[src/common/ext_bus_pins_pkg.sv]
// constants and types for the external bus pin-function block
package ext_bus_pins_pkg;

  localparam int unsigned NUM_AREAS = 7;
  localparam int unsigned NUM_LANES = 4;
  localparam int unsigned TYPE_W = 3;

  // memory interface type of an area
  typedef enum logic [2:0] {
    IF_SRAM = 3'h0,
    IF_DRAM = 3'h1,
    IF_SDRAM = 3'h2,
    IF_MUXED = 3'h3,
    IF_CARD = 3'h4,
    IF_BROM = 3'h5
  } if_type_e;

  // bus cycle sequencer, gray along idle-addr-data-done
  typedef enum logic [1:0] {
    ST_IDLE = 2'b00,
    ST_ADDR = 2'b01,
    ST_DATA = 2'b11,
    ST_LAST = 2'b10
  } cyc_state_e;

  // reset values and the beat counter width
  localparam logic [6:0] SEL_IDLE = 7'h7F;
  localparam logic [3:0] LANE_IDLE = 4'hF;
  localparam logic [1:0] WIDTH_RST = 2'h0;
  localparam logic [3:0] BEAT_RST = 4'h0;
  localparam int unsigned BEAT_W = 4;

endpackage : ext_bus_pins_pkg

[src/rtl/strap_latch.sv]
// catches power-on mode straps once at reset release and holds them
`timescale 1ns/100ps
module strap_latch #(
  parameter int unsigned WIDTH = 5
) (
  // clock and reset
  input wire logic core_clk_i,
  input wire logic rst_b_i,
  // strap levels
  input wire logic [WIDTH-1:0] strap_i,
  // held settings
  output logic [WIDTH-1:0] strap_o,
  output logic valid_o
);

  typedef struct packed {
    logic [WIDTH-1:0] val;
    logic done;
  } strap_s;

  strap_s st_r;
  strap_s st_nxt;

  if (WIDTH < 1)
  begin : g_bad_width
    $error("strap_latch: WIDTH must be at least 1");
  end

  always_comb
  begin
    st_nxt = st_r;
    // first clocked edge after release captures; later pin reuse is ignored
    if (!st_r.done)
    begin
      st_nxt.val = strap_i;
      st_nxt.done = 1'b1;
    end
  end

  always_ff @(posedge core_clk_i or negedge rst_b_i)
  begin
    if (!rst_b_i)
    begin
      st_r <= '0;
    end
    else
    begin
      st_r <= st_nxt;
    end
  end

  assign strap_o = st_r.val;
  assign valid_o = st_r.done;

endmodule // strap_latch

[src/rtl/external_bus_controller.sv]
// external bus pin-function and signal-role logic
//
// Overview of operation
// - sdram or muxed area: bus-cycle-start pulses once for a whole burst
// - other interface bursts: bus-cycle-start pulses once per data beat
// - seven active-low area selects, one per external area
// - card mode: area five and six selects act as card low enables
// - read/write sets data direction; write indication for dram, sdram, card
// - shared read pin: read strobe, sdram column strobe, muxed frame
// - sram: four byte write strobes, lane zero up to lane three
// - card: lanes become attribute select, write, io read, io write
// - dram: four per-lane column address strobes
// - sdram: the same four pins act as per-lane data masks
// - ready high requests waits; the cycle stretches while it is held
// - at power-on, mode pin high selects sram, low muxed for area zero
// - card mode: same pin is 16-bit io flag, only in little endian
// - drive the sdram clock enable output
// - release request input answered by grant output; no role swap in slave
// - two straps give area zero width; card mode reuses them as high enables
// - high card enable pins are inputs unless areas five/six card bit set
// - endian strap sampled at power-on decides external byte order
// - master/slave strap sampled at power-on, then serial clear-to-send
// - two dma data acknowledges, one per channel zero and one
// - exactly the select of the accessed area, zero to six, asserts
// - card access to five/six also asserts high enables per byte
`timescale 1ns/100ps
module external_bus_controller #(
  parameter int unsigned BURST_MAX = 8
) (
  // clock and reset
  input wire logic core_clk_i,
  input wire logic rst_b_i,
  // access request from the core side
  input wire logic acc_req_i,
  input wire logic [2:0] acc_area_i,
  input wire logic acc_write_i,
  input wire logic [3:0] acc_lanes_i,
  input wire logic [3:0] acc_beats_i,
  input wire logic acc_io_i,
  output logic acc_ack_o,
  output logic acc_done_o,
  // per-area interface types, card control and sdram clock run
  input wire logic [20:0] area_type_i,
  input wire logic areas56_card_mode_bit_i,
  input wire logic sdram_clk_run_i,
  // dma acknowledge requests
  input wire logic [1:0] dma_ack_req_i,
  // strap and shared pins
  input wire logic area0_muxsel_io16_i,
  input wire logic endian_strap_i,
  input wire logic master_slave_strap_i,
  input wire logic width_cfg_card_en_a_i,
  input wire logic width_cfg_card_en_b_i,
  output logic width_cfg_card_en_a_o,
  output logic width_cfg_card_en_b_o,
  output logic width_cfg_card_en_a_oe_o,
  output logic width_cfg_card_en_b_oe_o,
  // bus control pins
  output logic bus_cycle_start_n_o,
  output logic [6:0] area_select_n_o,
  output logic read_write_o,
  output logic read_strobe_shared_n_o,
  output logic lane0_write_strobe_n_o,
  output logic lane1_write_strobe_n_o,
  output logic lane2_write_strobe_n_o,
  output logic lane3_write_strobe_n_o,
  output logic [3:0] lane_column_mask_n_o,
  output logic sdram_clk_en_o,
  input wire logic ready_n_i,
  // bus arbitration
  input wire logic bus_release_req_in_n_i,
  output logic bus_grant_out_n_o,
  // dma acknowledges
  output logic dma_ch0_ack_o,
  output logic dma_ch1_ack_o,
  // held strap settings, then cts and io16 flag from live pins
  output logic area0_sram_o,
  output logic [1:0] area0_width_o,
  output logic little_endian_o,
  output logic bus_master_o,
  output logic serial_cts_o,
  output logic card_io16_o
);

  typedef struct packed {
    ext_bus_pins_pkg::cyc_state_e st;
    logic [2:0] area;
    logic write;
    logic [3:0] lanes;
    logic [3:0] beats;
    logic io;
    logic cyc_start_n;
    logic [6:0] sel_n;
    logic rw;
    logic rd_n;
    logic [3:0] we_n;
    logic [3:0] cas_n;
    logic ce2a_n;
    logic ce2b_n;
    logic cke;
    logic grant_n;
    logic [1:0] dack;
    logic ack;
    logic done;
  } ctl_s;

  ctl_s c_r;
  ctl_s c_nxt;

  logic [4:0] strap_raw;
  logic [4:0] strap_held;
  logic strap_valid;
  ext_bus_pins_pkg::if_type_e cur_type;
  logic card_area;
  logic sdram_like;

  // beat counter is four bits wide
  if (BURST_MAX < 1 || BURST_MAX > 15)
  begin : g_bad_burst
    $error("external_bus_controller: BURST_MAX must be 1..15");
  end

  assign strap_raw = {master_slave_strap_i, endian_strap_i, width_cfg_card_en_b_i,
                      width_cfg_card_en_a_i, area0_muxsel_io16_i};

  strap_latch #(
    .WIDTH(5)
  ) u_straps (
    .core_clk_i(core_clk_i),
    .rst_b_i(rst_b_i),
    .strap_i(strap_raw),
    .strap_o(strap_held),
    .valid_o(strap_valid)
  );

  assign area0_sram_o = strap_held[0];
  assign area0_width_o = strap_held[2:1];
  assign little_endian_o = strap_held[3];
  assign bus_master_o = strap_held[4];
  assign serial_cts_o = master_slave_strap_i;
  // io16 honoured in little endian only
  assign card_io16_o = areas56_card_mode_bit_i & strap_held[3] & area0_muxsel_io16_i;

  // area type lookup; area zero follows its strap
  always_comb
  begin
    cur_type = ext_bus_pins_pkg::IF_SRAM;
    if (c_r.area == 3'h0)
    begin
      cur_type = strap_held[0] ? ext_bus_pins_pkg::IF_SRAM : ext_bus_pins_pkg::IF_MUXED;
    end
    else if (c_r.area < 3'h7)
    begin
      cur_type = ext_bus_pins_pkg::if_type_e'(area_type_i[c_r.area*3 +: 3]);
    end
  end

  assign card_area = areas56_card_mode_bit_i &&
                     (c_r.area == 3'h5 || c_r.area == 3'h6);
  assign sdram_like = (cur_type == ext_bus_pins_pkg::IF_SDRAM) ||
                      (cur_type == ext_bus_pins_pkg::IF_MUXED);

  always_comb
  begin
    c_nxt = c_r;
    c_nxt.ack = 1'b0;
    c_nxt.done = 1'b0;
    c_nxt.dack = dma_ack_req_i;
    c_nxt.cke = sdram_clk_run_i;
    case (c_r.st)
      ext_bus_pins_pkg::ST_IDLE:
      begin
        c_nxt.cyc_start_n = 1'b1;
        c_nxt.sel_n = ext_bus_pins_pkg::SEL_IDLE;
        c_nxt.rd_n = 1'b1;
        c_nxt.rw = 1'b1;
        c_nxt.we_n = ext_bus_pins_pkg::LANE_IDLE;
        c_nxt.cas_n = ext_bus_pins_pkg::LANE_IDLE;
        c_nxt.ce2a_n = 1'b1;
        c_nxt.ce2b_n = 1'b1;
        c_nxt.grant_n = bus_release_req_in_n_i;
        if (acc_req_i && bus_release_req_in_n_i && acc_area_i < 3'h7 && strap_valid)
        begin
          c_nxt.area = acc_area_i;
          c_nxt.write = acc_write_i;
          c_nxt.lanes = acc_lanes_i;
          c_nxt.io = acc_io_i;
          c_nxt.beats = (acc_beats_i == 4'h0) ? 4'h1 :
                        (acc_beats_i > 4'(BURST_MAX)) ? 4'(BURST_MAX) : acc_beats_i;
          c_nxt.ack = 1'b1;
          c_nxt.st = ext_bus_pins_pkg::ST_ADDR;
        end
      end
      ext_bus_pins_pkg::ST_ADDR:
      begin
        // one-hot select of the target area
        c_nxt.sel_n = ~(7'h01 << c_r.area);
        c_nxt.rw = !c_r.write;
        // start marks the first data cycle in every mode
        c_nxt.cyc_start_n = 1'b0;
        c_nxt.st = ext_bus_pins_pkg::ST_DATA;
        case (cur_type)
          ext_bus_pins_pkg::IF_SDRAM:
          begin
            // column strobe; masks active low per lane
            c_nxt.rd_n = 1'b0;
            c_nxt.cas_n = ~c_r.lanes;
          end
          ext_bus_pins_pkg::IF_MUXED:
          begin
            c_nxt.rd_n = 1'b0;
          end
          ext_bus_pins_pkg::IF_DRAM:
          begin
            c_nxt.cas_n = ~c_r.lanes;
            c_nxt.rd_n = c_r.write;
          end
          default:
          begin
            c_nxt.rd_n = c_r.write;
          end
        endcase
        if (card_area)
        begin
          c_nxt.we_n[0] = c_r.io;
          c_nxt.we_n[1] = !(c_r.write && !c_r.io);
          c_nxt.we_n[2] = !(!c_r.write && c_r.io);
          c_nxt.we_n[3] = !(c_r.write && c_r.io);
          c_nxt.ce2a_n = !c_r.lanes[1];
          c_nxt.ce2b_n = !c_r.lanes[3];
        end
        else if (cur_type == ext_bus_pins_pkg::IF_SRAM ||
                 cur_type == ext_bus_pins_pkg::IF_BROM)
        begin
          c_nxt.we_n = c_r.write ? ~c_r.lanes : ext_bus_pins_pkg::LANE_IDLE;
        end
      end
      ext_bus_pins_pkg::ST_DATA:
      begin
        c_nxt.cyc_start_n = 1'b1;
        // hold the beat while ready is high
        if (!ready_n_i)
        begin
          c_nxt.beats = 4'(c_r.beats - 4'h1);
          if (c_r.beats == 4'h1)
          begin
            c_nxt.st = ext_bus_pins_pkg::ST_LAST;
          end
          // restart each beat; suppressed for sdram and muxed
          else if (!sdram_like)
          begin
            c_nxt.cyc_start_n = 1'b0;
          end
        end
      end
      ext_bus_pins_pkg::ST_LAST:
      begin
        c_nxt.cyc_start_n = 1'b1;
        c_nxt.sel_n = ext_bus_pins_pkg::SEL_IDLE;
        c_nxt.rd_n = 1'b1;
        c_nxt.rw = 1'b1;
        c_nxt.we_n = ext_bus_pins_pkg::LANE_IDLE;
        c_nxt.cas_n = ext_bus_pins_pkg::LANE_IDLE;
        c_nxt.ce2a_n = 1'b1;
        c_nxt.ce2b_n = 1'b1;
        c_nxt.done = 1'b1;
        c_nxt.st = ext_bus_pins_pkg::ST_IDLE;
      end
      default:
      begin
        c_nxt.st = ext_bus_pins_pkg::ST_IDLE;
      end
    endcase
  end

  always_ff @(posedge core_clk_i or negedge rst_b_i)
  begin
    if (!rst_b_i)
    begin
      c_r.st <= ext_bus_pins_pkg::ST_IDLE;
      c_r.area <= 3'h0;
      c_r.write <= 1'b0;
      c_r.lanes <= 4'h0;
      c_r.beats <= ext_bus_pins_pkg::BEAT_RST;
      c_r.io <= 1'b0;
      c_r.cyc_start_n <= 1'b1;
      c_r.sel_n <= ext_bus_pins_pkg::SEL_IDLE;
      c_r.rw <= 1'b1;
      c_r.rd_n <= 1'b1;
      c_r.we_n <= ext_bus_pins_pkg::LANE_IDLE;
      c_r.cas_n <= ext_bus_pins_pkg::LANE_IDLE;
      c_r.ce2a_n <= 1'b1;
      c_r.ce2b_n <= 1'b1;
      c_r.cke <= 1'b0;
      c_r.grant_n <= 1'b1;
      c_r.dack <= 2'h0;
      c_r.ack <= 1'b0;
      c_r.done <= 1'b0;
    end
    else
    begin
      c_r <= c_nxt;
    end
  end

  assign acc_ack_o = c_r.ack;
  assign acc_done_o = c_r.done;
  assign bus_cycle_start_n_o = c_r.cyc_start_n;
  // selects five/six double as card low enables
  assign area_select_n_o = c_r.sel_n;
  assign read_write_o = c_r.rw;
  assign read_strobe_shared_n_o = c_r.rd_n;
  assign lane0_write_strobe_n_o = c_r.we_n[0];
  assign lane1_write_strobe_n_o = c_r.we_n[1];
  assign lane2_write_strobe_n_o = c_r.we_n[2];
  assign lane3_write_strobe_n_o = c_r.we_n[3];
  assign lane_column_mask_n_o = c_r.cas_n;
  assign sdram_clk_en_o = c_r.cke;
  assign bus_grant_out_n_o = c_r.grant_n;
  assign dma_ch0_ack_o = c_r.dack[0];
  assign dma_ch1_ack_o = c_r.dack[1];
  assign width_cfg_card_en_a_o = c_r.ce2a_n;
  assign width_cfg_card_en_b_o = c_r.ce2b_n;
  assign width_cfg_card_en_a_oe_o = areas56_card_mode_bit_i;
  assign width_cfg_card_en_b_oe_o = areas56_card_mode_bit_i;

endmodule // external_bus_controller

[config.mk]
export PLATFORM = sky130hd
export DESIGN_NAME = external_bus_controller
export DESIGN_NICKNAME = d
export VERILOG_FILES = /design/src/common/ext_bus_pins_pkg.sv /design/src/rtl/strap_latch.sv /design/src/rtl/external_bus_controller.sv
export SDC_FILE = /design/constraint.sdc
export NUM_CORES = 1
export LEC_CHECK = 0
export BUFFER_PORTS_ARGS = -buffer_cell sky130_fd_sc_hd__buf_2
export CORE_MARGIN = 2
export CORE_UTILIZATION = 50
export DETAILED_ROUTE_END_ITERATION = 8
export PLACE_DENSITY = 0.8
export SLEW_MARGIN = 20
export SYNTH_ARGS = -nofsm -noshare
export SYNTH_HDL_FRONTEND = slang
export SYNTH_SLANG_ARGS = --single-unit
[constraint.sdc]
create_clock -name core_clk_i -period 2.5 [get_ports core_clk_i]
set_input_delay 0.375 -clock core_clk_i [delete_from_list [all_inputs] [get_ports core_clk_i]]
set_output_delay 0.375 -clock core_clk_i [all_outputs]
set_load 0.05 [all_outputs]
==> impl_results.md, run 1 <==
* Status: finished, final reports clean
* Clk_lat worst skew at 0.30 ns
* Synth Warn # at 0
* Worst vdd ir at 0.5220 mV
* Initial antenna violation count at 0
* Mapped Nets at between 200 and 300
* Layout net count at 333
* Final wirelength at 4.647 mm
* Initial drt markers at 87
* Setup Crit Path Kind: flip-flop to flip-flop
* Post-layout min period at 2.179 ns
* Worst hold path class: input port to flip-flop
* Die Height at ~73 um
* Post-synthesis sequential area ratio at 0.5029
* H-tree levels at 2
* I/O pin cnt at between 80 and 90
* Synth Area in Adders at 0.01047
* First-pass GRT wire length at about 7.8 mm
* Kind of start point of the critical path: flip-flop
* Hold Path End: sdram_clk_en_o
* Syn Inst Count at 216
* Pin count of the biggest net entering global routing at 34
* Vias per cell at 5.249
* Final Setup Violations at 0
* Detailed-route DRC error count at 0
* Pre-CTS WS at 0.3260 ns
* CP Data Required Time at ~2.7 ns
* Highest Clock Rate at about 0.46 GHz
* Area growth syn-to-layout at 19.00%
* ANT cells at 0
* Setup tns final at 0 ns
* Synth area leader: dfrtp_1
* Post-route non-filler standard cell count at 338
* WP buf/inv at 0
* #FFs+latches synth at 47
* Crit end category: flip-flop
* CP dominant cell by count: mux2_4
* Post-DRT Antenna Nets at 0
* CTS tree: built
* Main combinational cell family by area after synthesis: compound AO/OA/AOI/OAI gates
* Reg-to-Reg Start: c_r[36]
* Layout cells sized above 1 at 0.5106
* Initial cell density of the core at 0.5130
* Clk slew on worst S/H paths at about 0.09 ns
* Post-synthesis compound-gate area fraction at 0.1523
* P per Cell Area at 1300 nW/um2
* Post-CTS sizing at 0
* Count leader, synth: dfrtp_1
* Simple-gate share of the synthesized area at 0.1193
* Placed cell areas at 2730 um2
* Largest stage delay, worst path at 0.63 ns
* Max Cap Violations at 0
* CP max FO at 14
* Syn_area_per_cell at 11.07 um2
* R2R depth at 6
* Die width at 73.15 um
* Root buf cell: clkbuf_8
* WP data arrival at 2.42 ns
* LEAKAGE at between 1 and 1.5 nW
* Remaining global-route overflow at 0
* Flop2flop setup slack at 0.32 ns
* Clock Tree Buf Depth at 2
* Vias in the first global route at 1713
* Clock Sink Count at 47
* Count of final hold-check violations at 0
* DRT Pass-1 Iters at 4
* Post-synth top area share at 0.2721
* Total CTS buffers at 5
* Vias at 1774
* Worst hold path startpoint: sdram_clk_run_i
* DP Cell Count at around 330
* Detail Placement HPWL at 3.523 mm
* CP max stage cell: dfrtp_1
* Post-Syn Area at 2391 um2
* FF-to-FF End: lane2_write_strobe_n_o
* WHS Path Cells at 1
* Worst rel slew slack at 0.6616
* Final worst-path cycle share at 0.8716
* GRT Overall Usage at 0.1895
* Design Area, Final at 2845 um2
* Pins over their slew limit at 0
* Setup Skew at 0.01015 ns
* Xor/xnor share of the synthesized area at 0.01361
* Post-synthesis mux area share at 0.1198
* Top Family by Delay on Critical Path: compound AO/OA/AOI/OAI gates
* Wire length per cell at 13.75 um
* Top cells by area, synth: dfrtp_1 27%, dfstp_2 23%, mux2_2 8.0%
* Most frequent cells after synthesis: 26 x dfrtp_1, 21 x dfstp_2, 20 x o21ai_0
* Row count at 25
* Die area at 5351 um2
* Final Wtd Congestion at just under 0.8
* Synth unique cells at 50
* Asr flop ratio synth at 1.000
* Unrepaired setup endpoints after global routing: no
* Smallest setup slack after layout at 0.3211 ns
* Top_reg_cell synth: dfrtp_1
* Core area at around 4700 um2
* Worst-margin pin slew at 0.5076 ns
* EDFF count, synth at 0
* Port bufs at 79
* Cells along the critical path: mux2_4 -> a221oi_2 -> a21o_4 -> xor2_2 -> a31oi_4 -> mux2_4
-- placed cells by master, fill, tap and decap left out, types with 2 or more instances in the layout --
| master | count |
|---|---|
| a21oi_1 | 4 |
| and3_1 | 2 |
| buf_2 | 79 |
| buf_4 | 6 |
| clkbuf_8 | 5 |
| dfrtp_1 | 26 |
| dfstp_2 | 21 |
| ha_1 | 2 |
| inv_1 | 6 |
| mux2_2 | 17 |
| mux2_4 | 5 |
| mux2i_1 | 2 |
| nand2_1 | 18 |
| nand2b_1 | 3 |
| nand3_1 | 5 |
| nor2_1 | 12 |
| nor3_1 | 6 |
| nor3b_1 | 5 |
| o21ai_0 | 20 |
| o22ai_1 | 2 |
| o311ai_0 | 5 |
| xor2_2 | 2 |
-- per-stage QoR --
step / util / power [mW] / hold slack (ns)
finish: 0.6105 / 3.698 / 0.1669
global route: 0.6105 / 3.965 / 0.1467
CTS: 0.6105 / 3.734 / 0.1546
detailed placement: 0.5858 / 3.215 / 0.2941
global placement: 0.5858 / 3.170 / 0.2934
floorplan: - / 2.916 / 0.07941
-- area by class of cell --
type | count | area (um2)
Fill cell | 394 | 1815
Sequential cell | 47 | 1202
Multi-Input combinational cell | 137 | 997.2
Timing Repair Buffer | 86 | 450.4
Clock buffer | 7 | 97.59
Tap cell | 54 | 67.56
Inverter | 6 | 22.52
Clock inverter | 1 | 7.507
-- logic make-up (layout without fill, tap and decap cells) --
logic type	after synthesis	after routing
adders and majority gates	2	2
other	1	1
AOI/OAI and AO/OA	50	50
buffers and inverters	32	100
DFF	47	47
xor gates and xnor gates	2	2
and+or+nand+nor	58	58
muxes	24	24
-- power by group --
part           total (mW)  internal (mW)  switching, mW
logic                1.81          0.680           1.13
clock network       0.506          0.258          0.248
registers            1.38           1.09          0.287
-- worst max path at each step --
stage / from / to / depth (start not counted)
floorplan: c_r[36] / lane0_write_strobe_n_o / 7
global placement: c_r[36] / lane2_write_strobe_n_o / 6
detailed placement: c_r[36] / lane2_write_strobe_n_o / 6
CTS: c_r[36] / lane_column_mask_n_o[2] / 6
global route: c_r[36] / lane_column_mask_n_o[2] / 6
finish: c_r[36] / lane2_write_strobe_n_o / 6
-- registers in the layout, summed over array words and instances (netlist names), 4 cells and up --
register              cells
area_select_n_o           7
c_r                      15
lane_column_mask_n_o      4
u_straps.strap_o          5
-- metal layers --
metal,GRT usage,wire [um],vias to the layer above,share of wire
met5,0,0,-,0
met1,0.2367,2030,822,0.44
met2,0.3233,2307,54,0.50
met3,0.04420,231,9,0.050
met4,0.06173,78,0,0.017
li1,-,-,889,-
-- what timing repair did --
action / in CTS / in global routing
buffers inserted: 0 / 0
endpoints found under the hold margin: 13 / 0
hold buffers: 1 / 0
No activity file was read; power rests on OpenSTA's default activity.
==> inputs of run 2 (changes only) <==
--- a/config.mk
+++ b/config.mk
@@ -5,11 +5,12 @@
 export SDC_FILE = /design/constraint.sdc
 export NUM_CORES = 1
 export LEC_CHECK = 0
+export ABC_AREA = 1
 export BUFFER_PORTS_ARGS = -buffer_cell sky130_fd_sc_hd__buf_2
 export CORE_MARGIN = 2
-export CORE_UTILIZATION = 50
+export CORE_UTILIZATION = 40
 export DETAILED_ROUTE_END_ITERATION = 8
-export PLACE_DENSITY = 0.8
+export PLACE_DENSITY = 0.66
 export SLEW_MARGIN = 20
 export SYNTH_ARGS = -nofsm -noshare
 export SYNTH_HDL_FRONTEND = slang
==> run 2 against run 1 <==
  * Critical path depth up 6
  * Utilization down 12 points
  * Design area up 2.9%
  * Maximum frequency up 27%
  * First-iteration DRC count down 24%
  * Highest routed layer unchanged
==> impl_results.md, run 2 <==
* Post-CTS sizing at 0
* Port bufs at just under 80
* Die Height at slightly above 80 um
* Syn Inst Count at 294
* Worst vdd ir at 0.5091 mV
* Final Setup Violations at 0
* Highest Clock Rate at 0.5816 GHz
* Cells along the critical path: buf_4 -> inv_1 -> nor2_1 -> nand2_1 -> nand2_1 -> o21ai_1 -> nand2_1 -> nand2_2 -> nand2_4 -> nand2_4 -> nand2_1 -> nand2_1
* Clock Tree Buf Depth at 2
* CP Data Required Time at 2.75 ns
* WP data arrival at 1.97 ns
* Worst hold slack at between 0.04 and 0.05 ns
* Synth Warn # at 0
* First-pass GRT wire length at 9.225 mm
* Mapped Nets at 344
* Layout net count at roughly 410
* Initial antenna violation count at 0
* Worst hold path class: input port to async pin
* Initial drt markers at 66
* Core area at 5956 um2
* Area growth syn-to-layout at 18.29%
* Post-synthesis sequential area ratio at 0.4856
* Count of final hold-check violations at 0
* Final wirelength at 5.277 mm
* Largest register FFs at 15
* Post-layout min period at about 1.7 ns
* Detail Placement HPWL at 4.183 mm
* Asr flop ratio synth at 1.000
* Top_reg_cell synth: dfrtp_1
* Max Cap Violations at 0
* Worst-margin pin slew at about 0.54 ns
* Top cells by area, synth: dfrtp_1 26%, dfstp_2 22%, nand2_1 11%
* #FFs+latches synth at 47
* Vias per cell at 4.740
* Clk slew on worst S/H paths at roughly 0.090 ns
* Vias at 2076
* Most frequent cells after synthesis: 75 x nand2_1, 27 x inv_1, 26 x dfrtp_1
* Status: finished, final reports clean
* Pins over their slew limit at 0
* P per Cell Area at 1255 nW/um2
* Post-layout util at 0.4918
* Synth area leader: dfrtp_1
* Final worst-path cycle share at 0.6878
* Remaining global-route overflow at 0
* Post-synth top area share at 0.2628
* Biggest register: c_r
* Crit end category: flip-flop
* Root buf cell: clkbuf_8
* Hold_buf cts at 0
* Vias in the first global route at 2079
* CP max stage cell: dfrtp_1
* Pin count of the biggest net entering global routing at 26
* Die width at 82.68 um
* Most frequent cells in the layout: 79 x buf_2, 75 x nand2_1, 27 x inv_1
* Unrepaired setup endpoints after global routing: no
* Largest stage delay, worst path at 0.37 ns
* DRT Pass-1 Iters at 4
* Clock Sink Count at 47
* H-tree levels at 2
* Wire length per cell at 12.05 um
* Setup Crit Path Kind: flip-flop to flip-flop
* Total CTS buffers at 5
* Worst rel slew slack at 0.6410
* CTS tree: built
* Final Wtd Congestion at roughly 0.8
* Syn_area_per_cell at 8.422 um2
* CP max FO at 11
* GRT Overall Usage at 0.1767
* Top Family by Delay on Critical Path: simple AND/OR/NAND/NOR gates
* Postcts setup bufs at 0
* EDFF count, synth at 0
* I/O pin cnt at 83
* Post-DRT Antenna Nets at 0
* CP dominant cell by count: nand2_1
* Kind of start point of the critical path: flip-flop
* Commonest non-fill, non-tap cell in the layout: buf_2
* Synth unique cells at 33
* Post-Syn Area at 2476 um2
* Initial cell density of the core at 0.4158
* Row count at 28
* Detailed-route DRC error count at 0
* Die area at 6836 um2
* Layout cells sized above 1 at 0.3967
* Overall power consumption at 3.676 mW
* Setup tns final at 0 ns
* WP buf/inv at 2
* Clk_lat worst skew at 0.30 ns
* ANT cells at 0
* LEAKAGE at 1.502 nW
* Setup Skew at 0.01111 ns
* Count leader, synth: nand2_1
==> run 2: cell count changes after synthesis, moves of 4 or more <==
cell      previous run  this run
nand2_2              0         6
nor3b_1              5         0
o21ai_0             20        16
o311ai_0             5         0
mux2_2              17         5
nand2_1             18        75
inv_2                0         7
inv_1                6        27
nor2_1              12        19
nand3_1              5        24
a31oi_1              0         8
clkbuf_1             7         2
mux2_4               5         0
==> run 2: cell type report <==
type	instances	area (um2)
clock buffer	5	68.82
inverter	35	133.9
fill	605	3027
multi-input combinational	188	967.2
timing repair buffer	85	440.4
sequential	47	1202
clock inverter	3	22.52
tap	75	93.84
==> run 2: metal layers <==
metal / track usage / share of wire / vias up / routed length, um
met5: 0 / 0 / - / 0
met4: 0.05410 / 0.012 / 0 / 65
met3: 0.03696 / 0.044 / 8 / 232
met2: 0.2952 / 0.48 / 50 / 2525
met1: 0.2304 / 0.46 / 962 / 2453
li1: - / - / 1056 / -
==> run 2: cells by family after synthesis <==
logic type      share of synthesized area
compound gates                    0.08944
mux                               0.02274
simple gates                       0.2633
buf+inv                            0.1238
flops                              0.4856
fa+ha+maj                         0.01010
xor+xnor                         0.003538
other cells                      0.001514
==> run 2: metrics by stage <==
| step | setup slack, ns | cell area [um2] | instances |
|---|---|---|---|
| global placement | 0.8065 | 2838 | 430 |
| CTS | 0.7458 | 2929 | 438 |
| finish | 0.7805 | 2929 | 438 |
| detailed placement | 0.7743 | 2838 | 430 |
| floorplan | 0.7513 | 2476 | 294 |
| global route | 0.5365 | 2929 | 438 |
==> run 2: worst paths after layout <==
| check | cells past startpoint | end | slack (ns) | startpoint |
|---|---|---|---|---|
| max in group asynchronous | 2 | read_strobe_shared_n_o | 1.77 | rst_b_i |
| setup reg to reg | 12 | lane_column_mask_n_o[0] | 0.78 | c_r[37] |
| setup / recovery | 12 | lane_column_mask_n_o[0] | 0.78 | c_r[37] |
| min in group core_clk_i | 1 | dma_ch1_ack_o | 0.17 | dma_ack_req_i[1] |
| hold / removal | 1 | c_r[31] | 0.04 | rst_b_i |
| hold reg to reg | 1 | width_cfg_card_en_b_o | 0.45 | c_r[34] |
==> run 2: where the power goes <==
| group | total (mW) | switching [mW] | internal, mW | leakage, nW |
|---|---|---|---|---|
| combinational | 1.94 | 1.38 | 0.559 | 0.911 |
| sequential | 1.28 | 0.189 | 1.09 | 0.542 |
| clock | 0.460 | 0.260 | 0.200 | 0.0485 |
